==> config.mk <==
export PLATFORM = sky130hd
export DESIGN_NAME = tlsa_top
export DESIGN_NICKNAME = d
export VERILOG_FILES = /design/src/logic/tlsa_pkg.sv /design/src/logic/tlsa_top.sv /design/src/logic/tlsa_limit_cmp.sv
export SDC_FILE = /design/constraint.sdc
export NUM_CORES = 1
export LEC_CHECK = 0
export ABC_AREA = 1
export BUFFER_PORTS_ARGS = -buffer_cell sky130_fd_sc_hd__buf_2
export CORE_UTILIZATION = 50
export DETAILED_ROUTE_END_ITERATION = 8
export PLACE_DENSITY = 0.69
export SYNTH_ARGS = -nofsm -noshare
export SYNTH_HDL_FRONTEND = slang
export SYNTH_SLANG_ARGS = --single-unit
==> constraint.sdc <==
create_clock -name i_ref_clk -period 3.8 [get_ports i_ref_clk]
set_input_delay 0.19 -clock i_ref_clk [delete_from_list [all_inputs] [get_ports i_ref_clk]]
set_output_delay 0.19 -clock i_ref_clk [all_outputs]
set_load 0.02 [all_outputs]
==> src/logic/tlsa_pkg.sv <==
// shared constants for the temperature limit, status and alert block
package tlsa_pkg;

  // register offsets
  localparam logic [7:0] TLSA_ADDR_CONFIG = 8'h01;
  localparam logic [7:0] TLSA_ADDR_MASK1 = 8'h08;
  localparam logic [7:0] TLSA_ADDR_MASK2 = 8'h09;
  localparam logic [7:0] TLSA_ADDR_MASK3 = 8'h0a;
  localparam logic [7:0] TLSA_ADDR_LOCAL_HIGH = 8'h0b;
  localparam logic [7:0] TLSA_ADDR_LOCAL_LOW = 8'h0c;
  localparam logic [7:0] TLSA_ADDR_LOCAL_HARD = 8'h0d;
  localparam logic [7:0] TLSA_ADDR_REMOTE_HIGH = 8'h0e;
  localparam logic [7:0] TLSA_ADDR_REMOTE_LOW = 8'h0f;
  localparam logic [7:0] TLSA_ADDR_REMOTE_HARD = 8'h10;
  localparam logic [7:0] TLSA_ADDR_TIMER_PCT = 8'h19;
  localparam logic [7:0] TLSA_ADDR_LOCAL_VALUE = 8'h41;
  localparam logic [7:0] TLSA_ADDR_REMOTE_VALUE = 8'h43;
  localparam logic [7:0] TLSA_ADDR_STATUS1 = 8'h4f;
  localparam logic [7:0] TLSA_ADDR_STATUS2 = 8'h50;
  localparam logic [7:0] TLSA_ADDR_STATUS3 = 8'h51;

  // reset values
  localparam logic [7:0] TLSA_RST_HIGH = 8'h8b;
  localparam logic [7:0] TLSA_RST_LOW = 8'h54;
  localparam logic [7:0] TLSA_RST_HARD = 8'h95;
  localparam logic [7:0] TLSA_RST_TIMER_PCT = 8'hff;
  localparam logic [7:0] TLSA_RST_MASK = 8'h00;
  localparam logic [7:0] TLSA_RST_VALUE = 8'h00;
  localparam logic [7:0] TLSA_ZERO8 = 8'h00;

  // configuration field
  localparam int TLSA_CFG_MON_BIT = 0;

  // status 1 / mask 1 bit positions
  localparam int TLSA_B_LOCAL_OVER = 7;
  localparam int TLSA_B_LOCAL_UNDER = 6;
  localparam int TLSA_B_REMOTE_OVER = 5;
  localparam int TLSA_B_REMOTE_UNDER = 4;
  localparam int TLSA_B_DIODE = 3;
  // status 2 / mask 2 bit positions
  localparam int TLSA_B_LOCAL_HARD = 7;
  localparam int TLSA_B_REMOTE_HARD = 6;
  localparam int TLSA_B_TIMER_OVER = 4;
  localparam int TLSA_B_HARD_ASSERTED = 3;
  localparam int TLSA_B_HARD_PIN = 2;
  // status 3 / mask 3 bit positions
  localparam int TLSA_B_FAN_STALL = 7;
  localparam int TLSA_B_FAN_ALARM = 6;
  localparam int TLSA_B_BUS_ALERT = 0;

  // conversion timing
  localparam longint TLSA_CLK_HZ = 20000000;
  localparam longint TLSA_LOCAL_CONV_MS = 11;
  localparam longint TLSA_REMOTE_CONV_MS = 32;
  localparam int unsigned TLSA_LOCAL_CONV_CYCLES =
    int'(TLSA_LOCAL_CONV_MS * TLSA_CLK_HZ / 1000);
  localparam int unsigned TLSA_REMOTE_CONV_CYCLES =
    int'(TLSA_REMOTE_CONV_MS * TLSA_CLK_HZ / 1000);
  localparam int TLSA_TIMER_W = 20;
  localparam int TLSA_NUM_CH = 2;
  localparam int TLSA_CH_LOCAL = 0;
  localparam int TLSA_CH_REMOTE = 1;

  // sequencer states
  typedef enum logic {
    TLSA_IDLE,
    TLSA_CONV
  } tlsa_seq_t;

endpackage

==> src/logic/tlsa_top.sv <==
// round-robin limit checker with sticky status and two alert outputs
// Notes on behaviour
// - channels converted in turn; each out-of-limit result sets its flag
// - high check faults when value is at or above high bound
// - low check faults only when value is below low bound
// - all temperature and timer-percent bounds are 8-bit host-writable
// - monitoring runs from reset; restarts when enable bit written 1
// - writing 0 to enable bit halts the cycle until set again
// - each result lands in its channel value register on completion
// - local conversion takes 11 ms, remote 32 ms
// - a new cycle follows immediately while monitoring stays enabled
// - fan conditions run independently of the temperature sequence
// - status bits read 1 out of limit; status at 0x4f to 0x51
// - flags stick; clear on read or alert response once back in limit
// - status 3 bit 0 reads 1 while bus alert line is driven low
// - latched bus alert goes low for any unmasked out-of-limit flag
// - comparator alert follows live unmasked conditions other than pin active, self-releasing
// - masks at 0x08..0x0a block alerts but flags still set
// - status 1 bits 7..3: local/remote high/low, remote diode fault
// - status 2 bits 7,6 hard faults, bit 4 timer, bit 3 asserted
// - status 2 bit 2 pin active; read clears only once pin inactive
// - status 3 bit 7 fan stall, bit 6 fan alarm speed
// - bus alert stays low after recovery until read or alert response
// - mask bit 1 suppresses alert for its source, 0 allows it
`timescale 1ns/1ps
module tlsa_top #(
  parameter int unsigned LOCAL_CONV_CYCLES =
    tlsa_pkg::TLSA_LOCAL_CONV_CYCLES,
  parameter int unsigned REMOTE_CONV_CYCLES =
    tlsa_pkg::TLSA_REMOTE_CONV_CYCLES
) (
  // clock and reset
  input wire logic i_ref_clk,
  input wire logic i_rst,
  // register port from the bus engine
  input wire logic [7:0] i_reg_addr,
  input wire logic i_reg_wr,
  input wire logic [7:0] i_reg_wdata,
  input wire logic i_reg_rd,
  input wire logic i_ara_done,
  output logic [7:0] o_reg_rdata,
  output logic o_reg_rvalid,
  // measurement front end
  output logic o_conv_start,
  output logic o_conv_remote,
  input wire logic [7:0] i_conv_result,
  input wire logic i_diode_fault,
  // hard-limit pin and timer conditions
  input wire logic i_hard_out_asserted,
  input wire logic i_hard_pin_active,
  input wire logic i_hard_timer_over,
  // fan conditions
  input wire logic i_fan_stall,
  input wire logic i_fan_alarm,
  // open-drain alert pins
  output logic o_bus_alert_o,
  output logic o_bus_alert_oe,
  output logic o_comp_alert_o,
  output logic o_comp_alert_oe,
  // sequencer state
  output logic o_monitoring
);
  import tlsa_pkg::*;

  typedef struct packed {
    tlsa_seq_t seq;
    logic chan;
    logic [TLSA_TIMER_W-1:0] timer;
    logic mon_en;
    logic [7:0] mask1;
    logic [7:0] mask2;
    logic [7:0] mask3;
    logic [7:0] local_high_bound;
    logic [7:0] local_low_bound;
    logic [7:0] local_hard_bound;
    logic [7:0] remote_high_bound;
    logic [7:0] remote_low_bound;
    logic [7:0] remote_hard_bound;
    logic [7:0] hard_timer_percent_bound;
    logic [7:0] local_value;
    logic [7:0] remote_value;
    logic [7:0] cond1;
    logic local_hard_cond;
    logic remote_hard_cond;
    logic [7:0] temperature_fault_flags;
    logic [7:0] hard_limit_fault_flags;
    logic [7:0] fan_flags;
    logic bus_alert;
    logic comp_alert;
    logic [7:0] rdata;
    logic rvalid;
  } tlsa_state_t;

  tlsa_state_t state_reg;
  tlsa_state_t state_next;

  // per-channel bounds and comparison results
  logic [7:0] high_b [TLSA_NUM_CH];
  logic [7:0] low_b [TLSA_NUM_CH];
  logic [7:0] hard_b [TLSA_NUM_CH];
  logic [TLSA_NUM_CH-1:0] over_c;
  logic [TLSA_NUM_CH-1:0] under_c;
  logic [TLSA_NUM_CH-1:0] hard_c;

  assign high_b[TLSA_CH_LOCAL] = state_reg.local_high_bound;
  assign low_b[TLSA_CH_LOCAL] = state_reg.local_low_bound;
  assign hard_b[TLSA_CH_LOCAL] = state_reg.local_hard_bound;
  assign high_b[TLSA_CH_REMOTE] = state_reg.remote_high_bound;
  assign low_b[TLSA_CH_REMOTE] = state_reg.remote_low_bound;
  assign hard_b[TLSA_CH_REMOTE] = state_reg.remote_hard_bound;

  // both channels compare the incoming result; the sequencer picks one
  genvar ch;
  generate
    for (ch = 0; ch < TLSA_NUM_CH; ch++)
    begin : g_cmp
      tlsa_limit_cmp u_cmp (
        .i_value(i_conv_result),
        .i_high(high_b[ch]),
        .i_low(low_b[ch]),
        .i_hard(hard_b[ch]),
        .o_over(over_c[ch]),
        .o_under(under_c[ch]),
        .o_hard(hard_c[ch])
      );
    end
  endgenerate

  // conversion lengths, widened once to the timer width
  localparam logic [TLSA_TIMER_W-1:0] LOCAL_LAST =
    TLSA_TIMER_W'(LOCAL_CONV_CYCLES - 1);
  localparam logic [TLSA_TIMER_W-1:0] REMOTE_LAST =
    TLSA_TIMER_W'(REMOTE_CONV_CYCLES - 1);
  localparam logic [TLSA_TIMER_W-1:0] TIMER_ONE = 20'h00001;
  localparam logic [TLSA_TIMER_W-1:0] TIMER_ZERO = 20'h00000;

  // live condition vectors aligned with the status layouts
  logic [7:0] cond2;
  logic [7:0] cond3;
  logic [7:0] st2_set;
  logic [7:0] st3_set;
  logic [7:0] clr1;
  logic [7:0] clr2;
  logic [7:0] clr3;
  logic conv_last;
  logic wr_hit;
  logic rd1;
  logic rd2;
  logic rd3;

  // condition vectors for status 2 and 3
  always_comb
  begin
    cond2 = TLSA_ZERO8;
    cond2[TLSA_B_LOCAL_HARD] = state_reg.local_hard_cond;
    cond2[TLSA_B_REMOTE_HARD] = state_reg.remote_hard_cond;
    cond2[TLSA_B_TIMER_OVER] = i_hard_timer_over;
    cond2[TLSA_B_HARD_ASSERTED] = (state_reg.local_hard_cond |
      state_reg.remote_hard_cond) & i_hard_out_asserted;
    cond2[TLSA_B_HARD_PIN] = i_hard_pin_active;
    cond3 = TLSA_ZERO8;
    cond3[TLSA_B_FAN_STALL] = i_fan_stall;
    cond3[TLSA_B_FAN_ALARM] = i_fan_alarm;
    st2_set = cond2;
    st3_set = cond3;
  end

  // read strobes and alert response clear their flags, only once back in limit
  always_comb
  begin
    rd1 = i_reg_rd && (i_reg_addr == TLSA_ADDR_STATUS1);
    rd2 = i_reg_rd && (i_reg_addr == TLSA_ADDR_STATUS2);
    rd3 = i_reg_rd && (i_reg_addr == TLSA_ADDR_STATUS3);
    clr1 = {8{rd1 | i_ara_done}} & ~state_reg.cond1;
    clr2 = {8{rd2 | i_ara_done}} & ~cond2;
    clr3 = {8{rd3 | i_ara_done}} & ~cond3;
  end

  // current slot ends on its own length
  assign conv_last = state_reg.chan ?
    (state_reg.timer == REMOTE_LAST) :
    (state_reg.timer == LOCAL_LAST);

  assign wr_hit = i_reg_wr;

  // next-state logic for the whole block
  always_comb
  begin
    state_next = state_reg;
    state_next.rvalid = 1'b0;

    // host writes; status and value registers ignore them
    if (wr_hit)
    begin
      unique case (i_reg_addr)
        TLSA_ADDR_CONFIG:
          state_next.mon_en = i_reg_wdata[TLSA_CFG_MON_BIT];
        TLSA_ADDR_MASK1: state_next.mask1 = i_reg_wdata;
        TLSA_ADDR_MASK2: state_next.mask2 = i_reg_wdata;
        TLSA_ADDR_MASK3: state_next.mask3 = i_reg_wdata;
        TLSA_ADDR_LOCAL_HIGH: state_next.local_high_bound = i_reg_wdata;
        TLSA_ADDR_LOCAL_LOW: state_next.local_low_bound = i_reg_wdata;
        TLSA_ADDR_LOCAL_HARD: state_next.local_hard_bound = i_reg_wdata;
        TLSA_ADDR_REMOTE_HIGH:
          state_next.remote_high_bound = i_reg_wdata;
        TLSA_ADDR_REMOTE_LOW: state_next.remote_low_bound = i_reg_wdata;
        TLSA_ADDR_REMOTE_HARD:
          state_next.remote_hard_bound = i_reg_wdata;
        TLSA_ADDR_TIMER_PCT:
          state_next.hard_timer_percent_bound = i_reg_wdata;
        default: ;
      endcase
    end

    // round-robin sequencer; disable aborts the slot at once
    unique case (state_reg.seq)
      TLSA_IDLE:
      begin
        state_next.timer = TIMER_ZERO;
        if (state_reg.mon_en)
        begin
          state_next.seq = TLSA_CONV;
        end
      end
      TLSA_CONV:
      begin
        if (!state_reg.mon_en)
        begin
          state_next.seq = TLSA_IDLE;
          state_next.timer = TIMER_ZERO;
        end
        else if (conv_last)
        begin
          state_next.timer = TIMER_ZERO;
          state_next.chan = ~state_reg.chan;
          if (state_reg.chan)
          begin
            state_next.remote_value = i_conv_result;
            state_next.cond1[TLSA_B_REMOTE_OVER] = over_c[TLSA_CH_REMOTE];
            state_next.cond1[TLSA_B_REMOTE_UNDER] = under_c[TLSA_CH_REMOTE];
            state_next.cond1[TLSA_B_DIODE] = i_diode_fault;
            state_next.remote_hard_cond = hard_c[TLSA_CH_REMOTE];
          end
          else
          begin
            state_next.local_value = i_conv_result;
            state_next.cond1[TLSA_B_LOCAL_OVER] = over_c[TLSA_CH_LOCAL];
            state_next.cond1[TLSA_B_LOCAL_UNDER] = under_c[TLSA_CH_LOCAL];
            state_next.local_hard_cond = hard_c[TLSA_CH_LOCAL];
          end
        end
        else
        begin
          state_next.timer = state_reg.timer + TIMER_ONE;
        end
      end
    endcase

    // sticky flags: a new condition outweighs a clear in the same cycle
    state_next.temperature_fault_flags =
      state_next.cond1 | (state_reg.temperature_fault_flags & ~clr1);
    state_next.hard_limit_fault_flags =
      st2_set | (state_reg.hard_limit_fault_flags & ~clr2);
    state_next.fan_flags = st3_set | (state_reg.fan_flags & ~clr3);

    // latched alert follows unmasked sticky flags, so it waits for a clear
    state_next.bus_alert =
      |(state_next.temperature_fault_flags & ~state_reg.mask1) |
      |(state_next.hard_limit_fault_flags & ~state_reg.mask2) |
      |(state_next.fan_flags & ~state_reg.mask3);

    // comparator alert follows live conditions; pin-active condition never feeds it
    state_next.comp_alert =
      |(state_next.cond1 & ~state_reg.mask1) |
      |(cond2 & ~state_reg.mask2 & ~(8'h01 << TLSA_B_HARD_PIN)) |
      |(cond3 & ~state_reg.mask3);

    // read data, registered one cycle after the strobe
    if (i_reg_rd)
    begin
      state_next.rvalid = 1'b1;
      unique case (i_reg_addr)
        TLSA_ADDR_CONFIG:
          state_next.rdata = {7'h00, state_reg.mon_en};
        TLSA_ADDR_MASK1: state_next.rdata = state_reg.mask1;
        TLSA_ADDR_MASK2: state_next.rdata = state_reg.mask2;
        TLSA_ADDR_MASK3: state_next.rdata = state_reg.mask3;
        TLSA_ADDR_LOCAL_HIGH: state_next.rdata = state_reg.local_high_bound;
        TLSA_ADDR_LOCAL_LOW: state_next.rdata = state_reg.local_low_bound;
        TLSA_ADDR_LOCAL_HARD: state_next.rdata = state_reg.local_hard_bound;
        TLSA_ADDR_REMOTE_HIGH: state_next.rdata = state_reg.remote_high_bound;
        TLSA_ADDR_REMOTE_LOW: state_next.rdata = state_reg.remote_low_bound;
        TLSA_ADDR_REMOTE_HARD: state_next.rdata = state_reg.remote_hard_bound;
        TLSA_ADDR_TIMER_PCT:
          state_next.rdata = state_reg.hard_timer_percent_bound;
        TLSA_ADDR_LOCAL_VALUE: state_next.rdata = state_reg.local_value;
        TLSA_ADDR_REMOTE_VALUE: state_next.rdata = state_reg.remote_value;
        TLSA_ADDR_STATUS1:
          state_next.rdata = state_reg.temperature_fault_flags;
        TLSA_ADDR_STATUS2:
          state_next.rdata = state_reg.hard_limit_fault_flags;
        TLSA_ADDR_STATUS3:
        begin
          state_next.rdata = state_reg.fan_flags;
          state_next.rdata[TLSA_B_BUS_ALERT] = state_reg.bus_alert;
        end
        default: state_next.rdata = TLSA_ZERO8;
      endcase
    end
  end

  // single register stage; reset loads the documented defaults
  always_ff @(posedge i_ref_clk)
  begin
    if (i_rst)
    begin
      state_reg <= '0;
      state_reg.seq <= TLSA_IDLE;
      state_reg.mon_en <= 1'b1;
      state_reg.mask1 <= TLSA_RST_MASK;
      state_reg.mask2 <= TLSA_RST_MASK;
      state_reg.mask3 <= TLSA_RST_MASK;
      state_reg.local_high_bound <= TLSA_RST_HIGH;
      state_reg.local_low_bound <= TLSA_RST_LOW;
      state_reg.local_hard_bound <= TLSA_RST_HARD;
      state_reg.remote_high_bound <= TLSA_RST_HIGH;
      state_reg.remote_low_bound <= TLSA_RST_LOW;
      state_reg.remote_hard_bound <= TLSA_RST_HARD;
      state_reg.hard_timer_percent_bound <= TLSA_RST_TIMER_PCT;
      state_reg.local_value <= TLSA_RST_VALUE;
      state_reg.remote_value <= TLSA_RST_VALUE;
    end
    else
    begin
      state_reg <= state_next;
    end
  end

  // outputs; reserved status bits are never set so they read 0
  assign o_reg_rdata = state_reg.rdata;
  assign o_reg_rvalid = state_reg.rvalid;
  assign o_conv_start = (state_reg.seq == TLSA_CONV) &&
    (state_reg.timer == TIMER_ZERO) && state_reg.mon_en;
  assign o_conv_remote = state_reg.chan;
  assign o_monitoring = (state_reg.seq == TLSA_CONV);
  // open-drain pins only ever pull low
  assign o_bus_alert_o = 1'b0;
  assign o_bus_alert_oe = state_reg.bus_alert;
  assign o_comp_alert_o = 1'b0;
  assign o_comp_alert_oe = state_reg.comp_alert;

endmodule

==> src/logic/tlsa_limit_cmp.sv <==
// one channel's high, low and hard-limit comparison
`timescale 1ns/1ps
module tlsa_limit_cmp (
  // measured value and its bounds
  input wire logic [7:0] i_value,
  input wire logic [7:0] i_high,
  input wire logic [7:0] i_low,
  input wire logic [7:0] i_hard,
  // comparison results
  output logic o_over,
  output logic o_under,
  output logic o_hard
);

  // high side is inclusive, low side strict
  always_comb
  begin
    o_over = (i_value >= i_high);
    o_under = (i_value < i_low);
    o_hard = (i_value >= i_hard);
  end

endmodule

# Yosys cells after proc, flatten, opt, wreduce, memory -nomap -nowiden
# Index checks and enable logic that the tools add are counted.
word_totals:
  ff_bits: 161
  input_bits: 35
classes:
  muxes: 12
  n_lt_le_gt_ge: 6
  reduce_logical: 26
  bitwise_logic: 35
  addsub: 1
  n_eq_ne: 18
ops:
  columns: ["operator", "n"]
  rows:
  - ["8-bit case mux with 16 select lines", 1]
  - ["8-bit AND", 12]
  - ["8-bit NOT", 9]
  - ["8-bit by 4-bit equality test with 1-bit output, second input constant", 8]
  - ["8-bit by 7-bit equality test with 1-bit output, second input constant", 5]
  - ["20-bit two-way mux", 2]
  - ["20-bit case mux with 2 select lines", 1]
  - ["8-bit OR reduction", 5]
  - ["8-bit >= comparator", 4]
  - ["8-bit bitwise OR", 3]
  - ["2-bit AND reduction", 11]
  - ["20-bit by 1-bit adder with 20-bit output, second input constant", 1]
  - ["20-bit by 18-bit equality test with 1-bit output, second input constant", 1]
  - ["20-bit equality test, second input constant", 1]
  - ["20-bit zero test", 1]
  - ["8-bit by 5-bit equality test with 1-bit output, second input constant", 2]
  - ["8-bit < comparator", 2]
  - ["5-bit two-way mux", 3]
  - ["8-bit by 1-bit equality test with 1-bit output, second input constant", 1]
  - ["1-bit bitwise OR", 8]
  - ["4-bit AND reduction", 2]
  - ["7-bit OR reduction", 1]
  - ["1-bit logical AND", 5]
  - ["1-bit two-way mux", 3]
  - ["5 further kinds", 6]

# Logic depth before layout (Yosys ltp)
# Gate-level depths: netlist (run 1).
logic_depth:
  ltp_word: 11
  ltp_mapped: 18

# Cells and area by module
# A second synthesis (run 1) with hierarchy kept.
hier_totals:
  hier_cells: 1217
  area_unflattened_um2: 8538.2
modules_own_cells:
  columns: ["mod", "cells_per_inst", "area_each_um2", "n_inst", "seq_area_each_um2"]
  rows:
  - ["tlsa_top", 1021, 7347.0, 1, 3223.1]
  - ["tlsa_limit_cmp", 98, 595.6, 2, 0.0]

# Least setup slack after synthesis (run 1)
# Ideal clock, no wire load.
synth_path:
  path_type: "flip-flop to flip-flop"
  startpoint: "register state_reg[142] (netlist name)"
  endpoint: "register state_reg, in the netlist o_bus_alert_oe"
  slack_ps: 2059
  arrival_time_ps: 1609
  path_buffers: 0
  path_stages_with_launch: 15
  cell_sequence: "dfxtp_1 -> ha_1 -> nand2_1 -> nor2_1 -> nand2_1 -> nor2_1 -> nand3_1 -> nor2_4 -> inv_2 -> nand2_1 -> nand3_1 -> nand2_1 -> nand2_1 -> nor2_1 -> a21oi_1"
synth_via:
  elab_chain_len: 10
  elab_cells_between_ends: 11
synth_lines:
  columns: ["item", "line_no", "rtl"]
  rows:
  - ["start, declared", "tlsa_top.sv:94", "tlsa_state_t state_reg;"]
  - ["start signal, assigned", "tlsa_top.sv:335", "state_reg <= state_next;"]
  - ["20-bit by 18-bit equality test with 1-bit output or 20-bit equality test (tied branches)", "tlsa_top.sv:182, tlsa_top.sv:181", null]
  - ["1-bit two-way mux (*)", "tlsa_top.sv:180", "assign conv_last = state_reg.chan ?"]
  - ["5-bit two-way mux (*)", "tlsa_top.sv:232", "else if (conv_last)"]
  - ["5-bit two-way mux (*)", "tlsa_top.sv:227", "if (!state_reg.mon_en)"]
  - ["5-bit two-way mux (*)", "tlsa_top.sv:216", "unique case (state_reg.seq)"]
  - ["8-bit bitwise OR (*)", "tlsa_top.sv:261", "state_next.cond1 | (state_reg.temperature_fault_flags & ~clr1);"]
  - ["8-bit AND (*)", "tlsa_top.sv:268", "|(state_next.temperature_fault_flags & ~state_reg.mask1) |"]
  - ["8-bit OR reduction (*)", "tlsa_top.sv:268", null]
  - ["1-bit bitwise OR (*)", "tlsa_top.sv:269", "|(state_next.hard_limit_fault_flags & ~state_reg.mask2) |"]
  - ["1-bit bitwise OR (*)", "tlsa_top.sv:270", "|(state_next.fan_flags & ~state_reg.mask3);"]
# Every way passes the cells marked *; elsewhere a longest branch is shown, timed or not.
# A chain may end at the register's enable or synchronous reset.

# Final worst setup path (run 1)
layout_path:
  startpoint: "register state_reg[142] (netlist name)"
  endpoint: "register state_reg, in the netlist o_comp_alert_oe"
layout_via:
  elab_chain_len: 9
  elab_cells_between_ends: 10
layout_lines:
  columns: ["item", "line_no", "rtl"]
  rows:
  - ["20-bit by 18-bit equality test with 1-bit output or 20-bit equality test (tied branches)", "tlsa_top.sv:182, tlsa_top.sv:181", null]
  - ["1-bit two-way mux (*)", "tlsa_top.sv:180", null]
  - ["5-bit two-way mux (*)", "tlsa_top.sv:232", null]
  - ["5-bit two-way mux (*)", "tlsa_top.sv:227", null]
  - ["5-bit two-way mux (*)", "tlsa_top.sv:216", null]
  - ["8-bit AND (*)", "tlsa_top.sv:274", "|(state_next.cond1 & ~state_reg.mask1) |"]
  - ["8-bit OR reduction (*)", "tlsa_top.sv:274", null]
  - ["1-bit bitwise OR (*)", "tlsa_top.sv:275", "|(cond2 & ~state_reg.mask2 & ~(8'h01 << TLSA_B_HARD_PIN)) |"]
  - ["1-bit bitwise OR (*)", "tlsa_top.sv:276", "|(cond3 & ~state_reg.mask3);"]
# Marked as above.

==> flow_metrics.py, run 1 <==
metrics = {
    "setup_path": {
        "crit_path_end_kind": "flop",
        "start_kind": "flop",
        "timing_worst_setup_path_type": "flop to flop",
        "critPathRequiredTime_ns": 4.16,
        "worstPathArrival_ns": 2.79,
        "crit_fanout": 15,
    },
    "die": {
        "start_util_pct": 51.0,
        "fp.dieW_um": 132,
        "die-area_um2": 17300,
        "row_count": 47,
        "die_h_um": 132,
        "io_pins": 51,
        "core_um2": 16500,
    },
    "yosys": {
        "synth_edf_count": 0,
        "yosys.area.top_type": "dfxtp_1",
        "syn_area_um2": 8390,
        "synth_cell_type_count": 36,
        "yosysMostFrequentCell": "nand2_1",
        "yosys_warnings": 0,
        "synth_ff_type": "dfxtp_1",
        "yosysTopAreaCellShare_pct": 38.4,
        "avgSynthCellArea_um2": 6.98,
        "synth_common_cells": "249 x nand2_1, 192 x inv_1, 161 x dfxtp_1",
        "synthArstFlopShare_pct": 0,
        "synth-seq-area-share_pct": 38.4,
        "syn_inst": 1203,
        "synth_top_cells_by_area": "dfxtp_1 38%, nand2_1 11%, inv_1 8.6%",
        "synth_seq_cells": 161,
    },
    "status": {
        "status": "complete, no violations",
    },
    "detailed_routing": {
        "avgViaCountPerCell": 5.45,
        "drt-initial-drc-count": 775,
        "route.detailed.drc": 0,
        "ant_nets": 0,
        "wire_per_inst_um": 16.5,
        "vias": 7989,
        "firstDrtPassIters": 5,
        "finalWirelength_mm": 24.2,
    },
    "finish": {
        "drive_above_1_share_pct": 9.07,
        "design_area_um2": 9350,
        "largest_reg_flops": 98,
        "layout.nets": 1316,
        "antenna_cells": 0,
        "fillers": 1608,
        "area_growth_pct": 11.4,
        "finalNonFillerCells": 1466,
    },
    "timing": {
        "clock.fmax_mhz": 411,
        "slew_viol_final": 0,
        "holdWs_ns": 0.0162,
        "setup-tns-final_ns": 0,
        "slew_headroom_pct": 43.0,
        "tightest_slew_ns": 0.855,
        "grt_setup_unrepaired": "false",
        "finalSetupViolCount": 0,
        "period_needed_ns": 2.44,
        "skew_ns": 0.00956,
        "hold_viol_final": 0,
        "min_period_over_period_pct": 64.1,
    },
    "grt": {
        "grt_max_degree": 91,
        "grt_pass1_vias": 7189,
        "overflow": 0,
        "track_usage_pct": 29.0,
        "antenna_found_initial": 0,
        "grt_pass1_wl_mm": 38.4,
    },
    "clock_tree": {
        "hold_buffers": 0,
        "cts_max_level": 4,
        "cts_tree": "done",
        "numCtsBuffers": 17,
        "clk_pin_slew_ns": 0.06,
        "root_buffer": "clkbuf_16",
        "clock_sinks": 161,
        "clockBufferDepth": 2,
        "insertion_delay_ns": 0.43,
        "cts_resized": 0,
        "postCtsSetupBuffers": 0,
    },
    "power_and_ir_drop": {
        "p_per_area_nw_per_um2": 401,
        "ir_drop_v": 0.000355,
        "leakage_nw": 4.15,
    },
    "hold_path": {
        "hold_path_class": "input port to flop",
    },
    "job": {
        "cap_violations": 0,
    },
    "placed_design": {
        "dpl_cell_area_um2": 8730,
        "dp_hpwl_mm": 18.0,
        "numPortBuffers": 48,
        "routabilityCongestion": 0.931,
        "place_inst": 1434,
    },
}
==> routing by layer <==
| metal | global-route usage, % | up-vias | wire length (µm) |
|---|---|---|---|
| li1 | - | 3987 | - |
| met1 | 41.1 | 3673 | 11300 |
| met2 | 44.2 | 289 | 10500 |
| met3 | 4.63 | 40 | 1870 |
| met4 | 10.6 | 0 | 565 |
| met5 | 0 | - | 0 |
==> critical path, stage by stage (launching register included) <==
cell	delay, ns
dfxtp_1	0.39
ha_1	0.22
nand2_1	0.06
nor2_1	0.09
nand2_1	0.05
nor2_1	0.12
nand3_1	0.34
inv_1	0.45
or2_2	0.18
nand2_1	0.10
o21ai_0	0.17
nor2_1	0.07
a21oi_1	0.12
==> report_power, final <==
group	leakage (nW)	internal [mW]	switching, mW
Sequential	1.30	1.70	0.00516
Clock	0.283	1.10	0.722
Combinational	2.57	0.0617	0.165
==> through the flow <==
stage / util, % / setup WS (ns) / power, mW
2_1_floorplan: - / 2.06 / 1.87
3_3_place_gp: 53.0 / 1.51 / 1.96
3_5_place_dp: 53.0 / 1.42 / 1.96
4_1_cts: 56.8 / 1.41 / 3.77
5_1_grt: 56.8 / 1.05 / 3.86
6_report: 56.8 / 1.36 / 3.75
==> logic make-up after synthesis <==
family,synth area share [%]
simple gates,24.9
compound gates,17.4
buf+inv,11.6
flops,38.4
fa+ha+maj,7.15
xor+xnor,0.522
other cells,0.0447
==> final cells by class <==
cell class | count | area (µm²) | area share, %
clock inverters | 13 | 186 | 1.99
multi-input cells | 799 | 4200 | 44.9
inverters | 201 | 754 | 8.07
clock buffers | 19 | 433 | 4.63
flip-flops and latches | 161 | 3220 | 34.5
repair buffers | 53 | 278 | 2.97
well taps | 220 | 275 | 2.94
==> path summary, 6_finish.rpt <==
kind	startpoint	to	slack, ns	cells past startpoint
hold / removal	i_hard_pin_active	state_reg[21]$_SDFF_PP0_	0.02	3
setup reg to reg	state_reg[142]$_SDFF_PP0_	o_comp_alert_oe$_SDFF_PP0_	1.36	12
hold reg to reg	state_reg[11]$_SDFF_PP0_	state_reg[11]$_SDFF_PP0_	0.44	2
setup / recovery	state_reg[142]$_SDFF_PP0_	o_comp_alert_oe$_SDFF_PP0_	1.36	12
==> cells in the final DEF (no fill, tap or decap), types with 14 or more instances in the layout <==
cell       count
nor2_1       110
nand2_1      249
o21ai_0       91
nand4_1       19
nand3_1       46
o211ai_1      28
a21oi_1       97
dfxtp_1      161
a211oi_1      14
nor3_1        25
o22ai_1       23
inv_1        192
clkbuf_16     17
buf_2         48
ha_1          48
Note: power is estimated with default switching activity, not from simulation.
==> run 2: changes to the inputs <==
- PLACE_DENSITY: 0.69 -> 0.71
- clock period: 3.8 -> 2.1 ns (I/O delays scaled with it)
==> flow_metrics.py, run 2 (synthesized netlist as in run 1, its figures left out) <==
metrics = {
    "status": {
        "status": "complete, no violations",
    },
    "finish": {
        "final_core_util_pct": 58.5,
        "final_common_cell": "nand2_1",
        "finalNonFillerCells": 1499,
        "antenna_cells": 0,
        "drive_above_1_share_pct": 11.6,
        "area_growth_pct": 14.7,
        "largest_reg_flops": 98,
        "final_cell_mix": "248 x nand2_1, 190 x inv_1, 160 x dfxtp_1",
        "layout.nets": 1352,
    },
    "setup_path": {
        "timing_worst_setup_path_type": "flop to flop",
        "crit_path_end_kind": "flop",
        "worst-r2r-setup-slack_ns": 0.17,
        "crit_start": "high_b[7]$_SDFFE_PP1P_",
        "start_kind": "flop",
        "critPathRequiredTime_ns": 2.45,
        "reg2reg_depth": 10,
        "crit_fanout": 4,
        "worstPathArrival_ns": 2.29,
        "r2r_end": "o_comp_alert_oe$_SDFF_PP0_",
        "worstSetupEndpoint": "o_comp_alert_oe$_SDFF_PP0_",
        "rr_startpoint": "high_b[7]$_SDFFE_PP1P_",
    },
    "placed_design": {
        "dpl_worst_slack_ns": 0.0698,
        "place_inst": 1463,
        "dp_hpwl_mm": 18.5,
        "numPortBuffers": 48,
        "routabilityCongestion": 0.957,
    },
    "clock_tree": {
        "clk_pin_slew_ns": 0.06,
        "clock_sinks": 161,
        "insertion_delay_ns": 0.43,
        "cts_max_level": 4,
        "cts_tree": "done",
        "numCtsBuffers": 17,
        "clockBufferDepth": 2,
        "root_buffer": "clkbuf_16",
    },
    "timing": {
        "skew_ns": 0.0107,
        "setup_ws_ns": 0.165,
        "clock.fmax_mhz": 517,
        "min_period_over_period_pct": 92.1,
        "slew_headroom_pct": 59.5,
        "tightest_slew_ns": 0.607,
        "grt_setup_unrepaired": "true",
        "hold_viol_final": 0,
        "holdWs_ns": 0.0302,
        "period_needed_ns": 1.93,
        "setup-tns-final_ns": 0,
        "slew_viol_final": 0,
        "finalSetupViolCount": 0,
    },
    "power_and_ir_drop": {
        "pwr-share-comb_pct": 6.7,
        "pwr-share-clk_pct": 47.0,
        "p_int_mw": 5.11,
        "leakage_nw": 4.33,
        "seq_power_share_pct": 46.4,
        "switching_share_pct": 23.2,
        "ir_drop_v": 0.000610,
        "switchingPower_mw": 1.54,
        "p_per_area_nw_per_um2": 690,
    },
    "detailed_routing": {
        "ant_nets": 0,
        "vias": 8212,
        "wire_per_inst_um": 17.0,
        "firstDrtPassIters": 7,
        "drt-initial-drc-count": 730,
        "route.detailed.drc": 0,
        "avgViaCountPerCell": 5.48,
        "finalWirelength_mm": 25.5,
    },
    "grt": {
        "grt_max_degree": 91,
        "grt-busiest-layer": "met2",
        "grt_use_met3_pct": 6.37,
        "grt_pass1_vias": 7444,
        "grtUsageMet1_pct": 40.6,
        "grt_pass1_wl_mm": 39.9,
        "antenna_found_initial": 0,
        "track_usage_pct": 30.0,
        "use_met2_pct": 45.8,
        "overflow": 0,
    },
    "job": {
        "cap_violations": 0,
    },
    "die": {
        "start_util_pct": 51.0,
        "row_count": 47,
        "io_pins": 51,
        "die-area_um2": 17300,
        "fp.dieW_um": 132,
        "core_um2": 16500,
        "die_h_um": 132,
    },
    "hold_path": {
        "hold_path_class": "input port to flop",
    },
}
run 2: area by class of cell:
| cell class | instances | area (µm²) |
|---|---|---|
| inverter | 201 | 754 |
| timing repair buffer | 89 | 576 |
| tap | 220 | 275 |
| fill | 1580 | 6840 |
| clock buffer | 22 | 464 |
| multi-input combinational | 799 | 4220 |
| clock inverter | 7 | 110 |
| sequential | 161 | 3220 |
run 2: metrics by stage:
stage | cell area (µm²) | total power, mW
3_5_place_dp | 8960 | 3.57
2_1_floorplan | 8400 | 3.38
3_3_place_gp | 8960 | 3.56
5_1_grt | 9630 | 6.83
4_1_cts | 9600 | 6.65
6_report | 9630 | 6.64
run 2: worst max-delay path: stages, from the launching register on:
cell,delay (ns)
dfxtp_1,0.34
inv_1,0.06
ha_1,0.29
nand2_1,0.06
o21ai_0,0.44
nor2_1,0.11
nand2_1,0.09
nand2_1,0.10
o21ai_0,0.17
nor2_1,0.07
a21oi_1,0.12
run 2: how the worst min path moves through the flow:
| stage | depth (start not counted) | start | end |
|---|---|---|---|
| 6_report | 3 | i_reg_wr | state_reg[128]$_SDFFE_PP0P_ |
| 5_1_grt | 3 | i_reg_wr | state_reg[128]$_SDFFE_PP0P_ |
| 4_1_cts | 3 | i_reg_wr | state_reg[128]$_SDFFE_PP0P_ |
| 3_5_place_dp | 3 | i_hard_pin_active | state_reg[21]$_SDFF_PP0_ |
| 3_3_place_gp | 3 | i_hard_pin_active | state_reg[21]$_SDFF_PP0_ |
| 2_1_floorplan | 2 | i_reg_wdata[2] | state_reg[63]$_SDFFE_PP1P_ |
run 2: what timing repair did:
action / CTS / global route
endpoints found under the hold margin: 6 / 0
resized for setup: 0 / 9
setup endpoints to repair: 0 / 9
buffers inserted: 0 / 1
hold buffers: 6 / 0
run 2: power groups by stage:
| stage | registers (mW) | logic, mW | clock network (mW) |
|---|---|---|---|
| after floorplan | 3.15 | 0.232 | 0 |
| after global placement | 3.15 | 0.416 | 0 |
| after detailed placement | 3.15 | 0.422 | 0 |
| after CTS | 3.08 | 0.433 | 3.14 |
| after global routing | 3.08 | 0.483 | 3.27 |
| final | 3.08 | 0.442 | 3.12 |
run 2: layer usage:
| layer | routed length [µm] | part of all wire, % |
|---|---|---|
| met4 | 866 | 3.4 |
| met3 | 2260 | 8.8 |
| met1 | 11000 | 43 |
| met5 | 0 | 0 |
| met2 | 11300 | 44 |
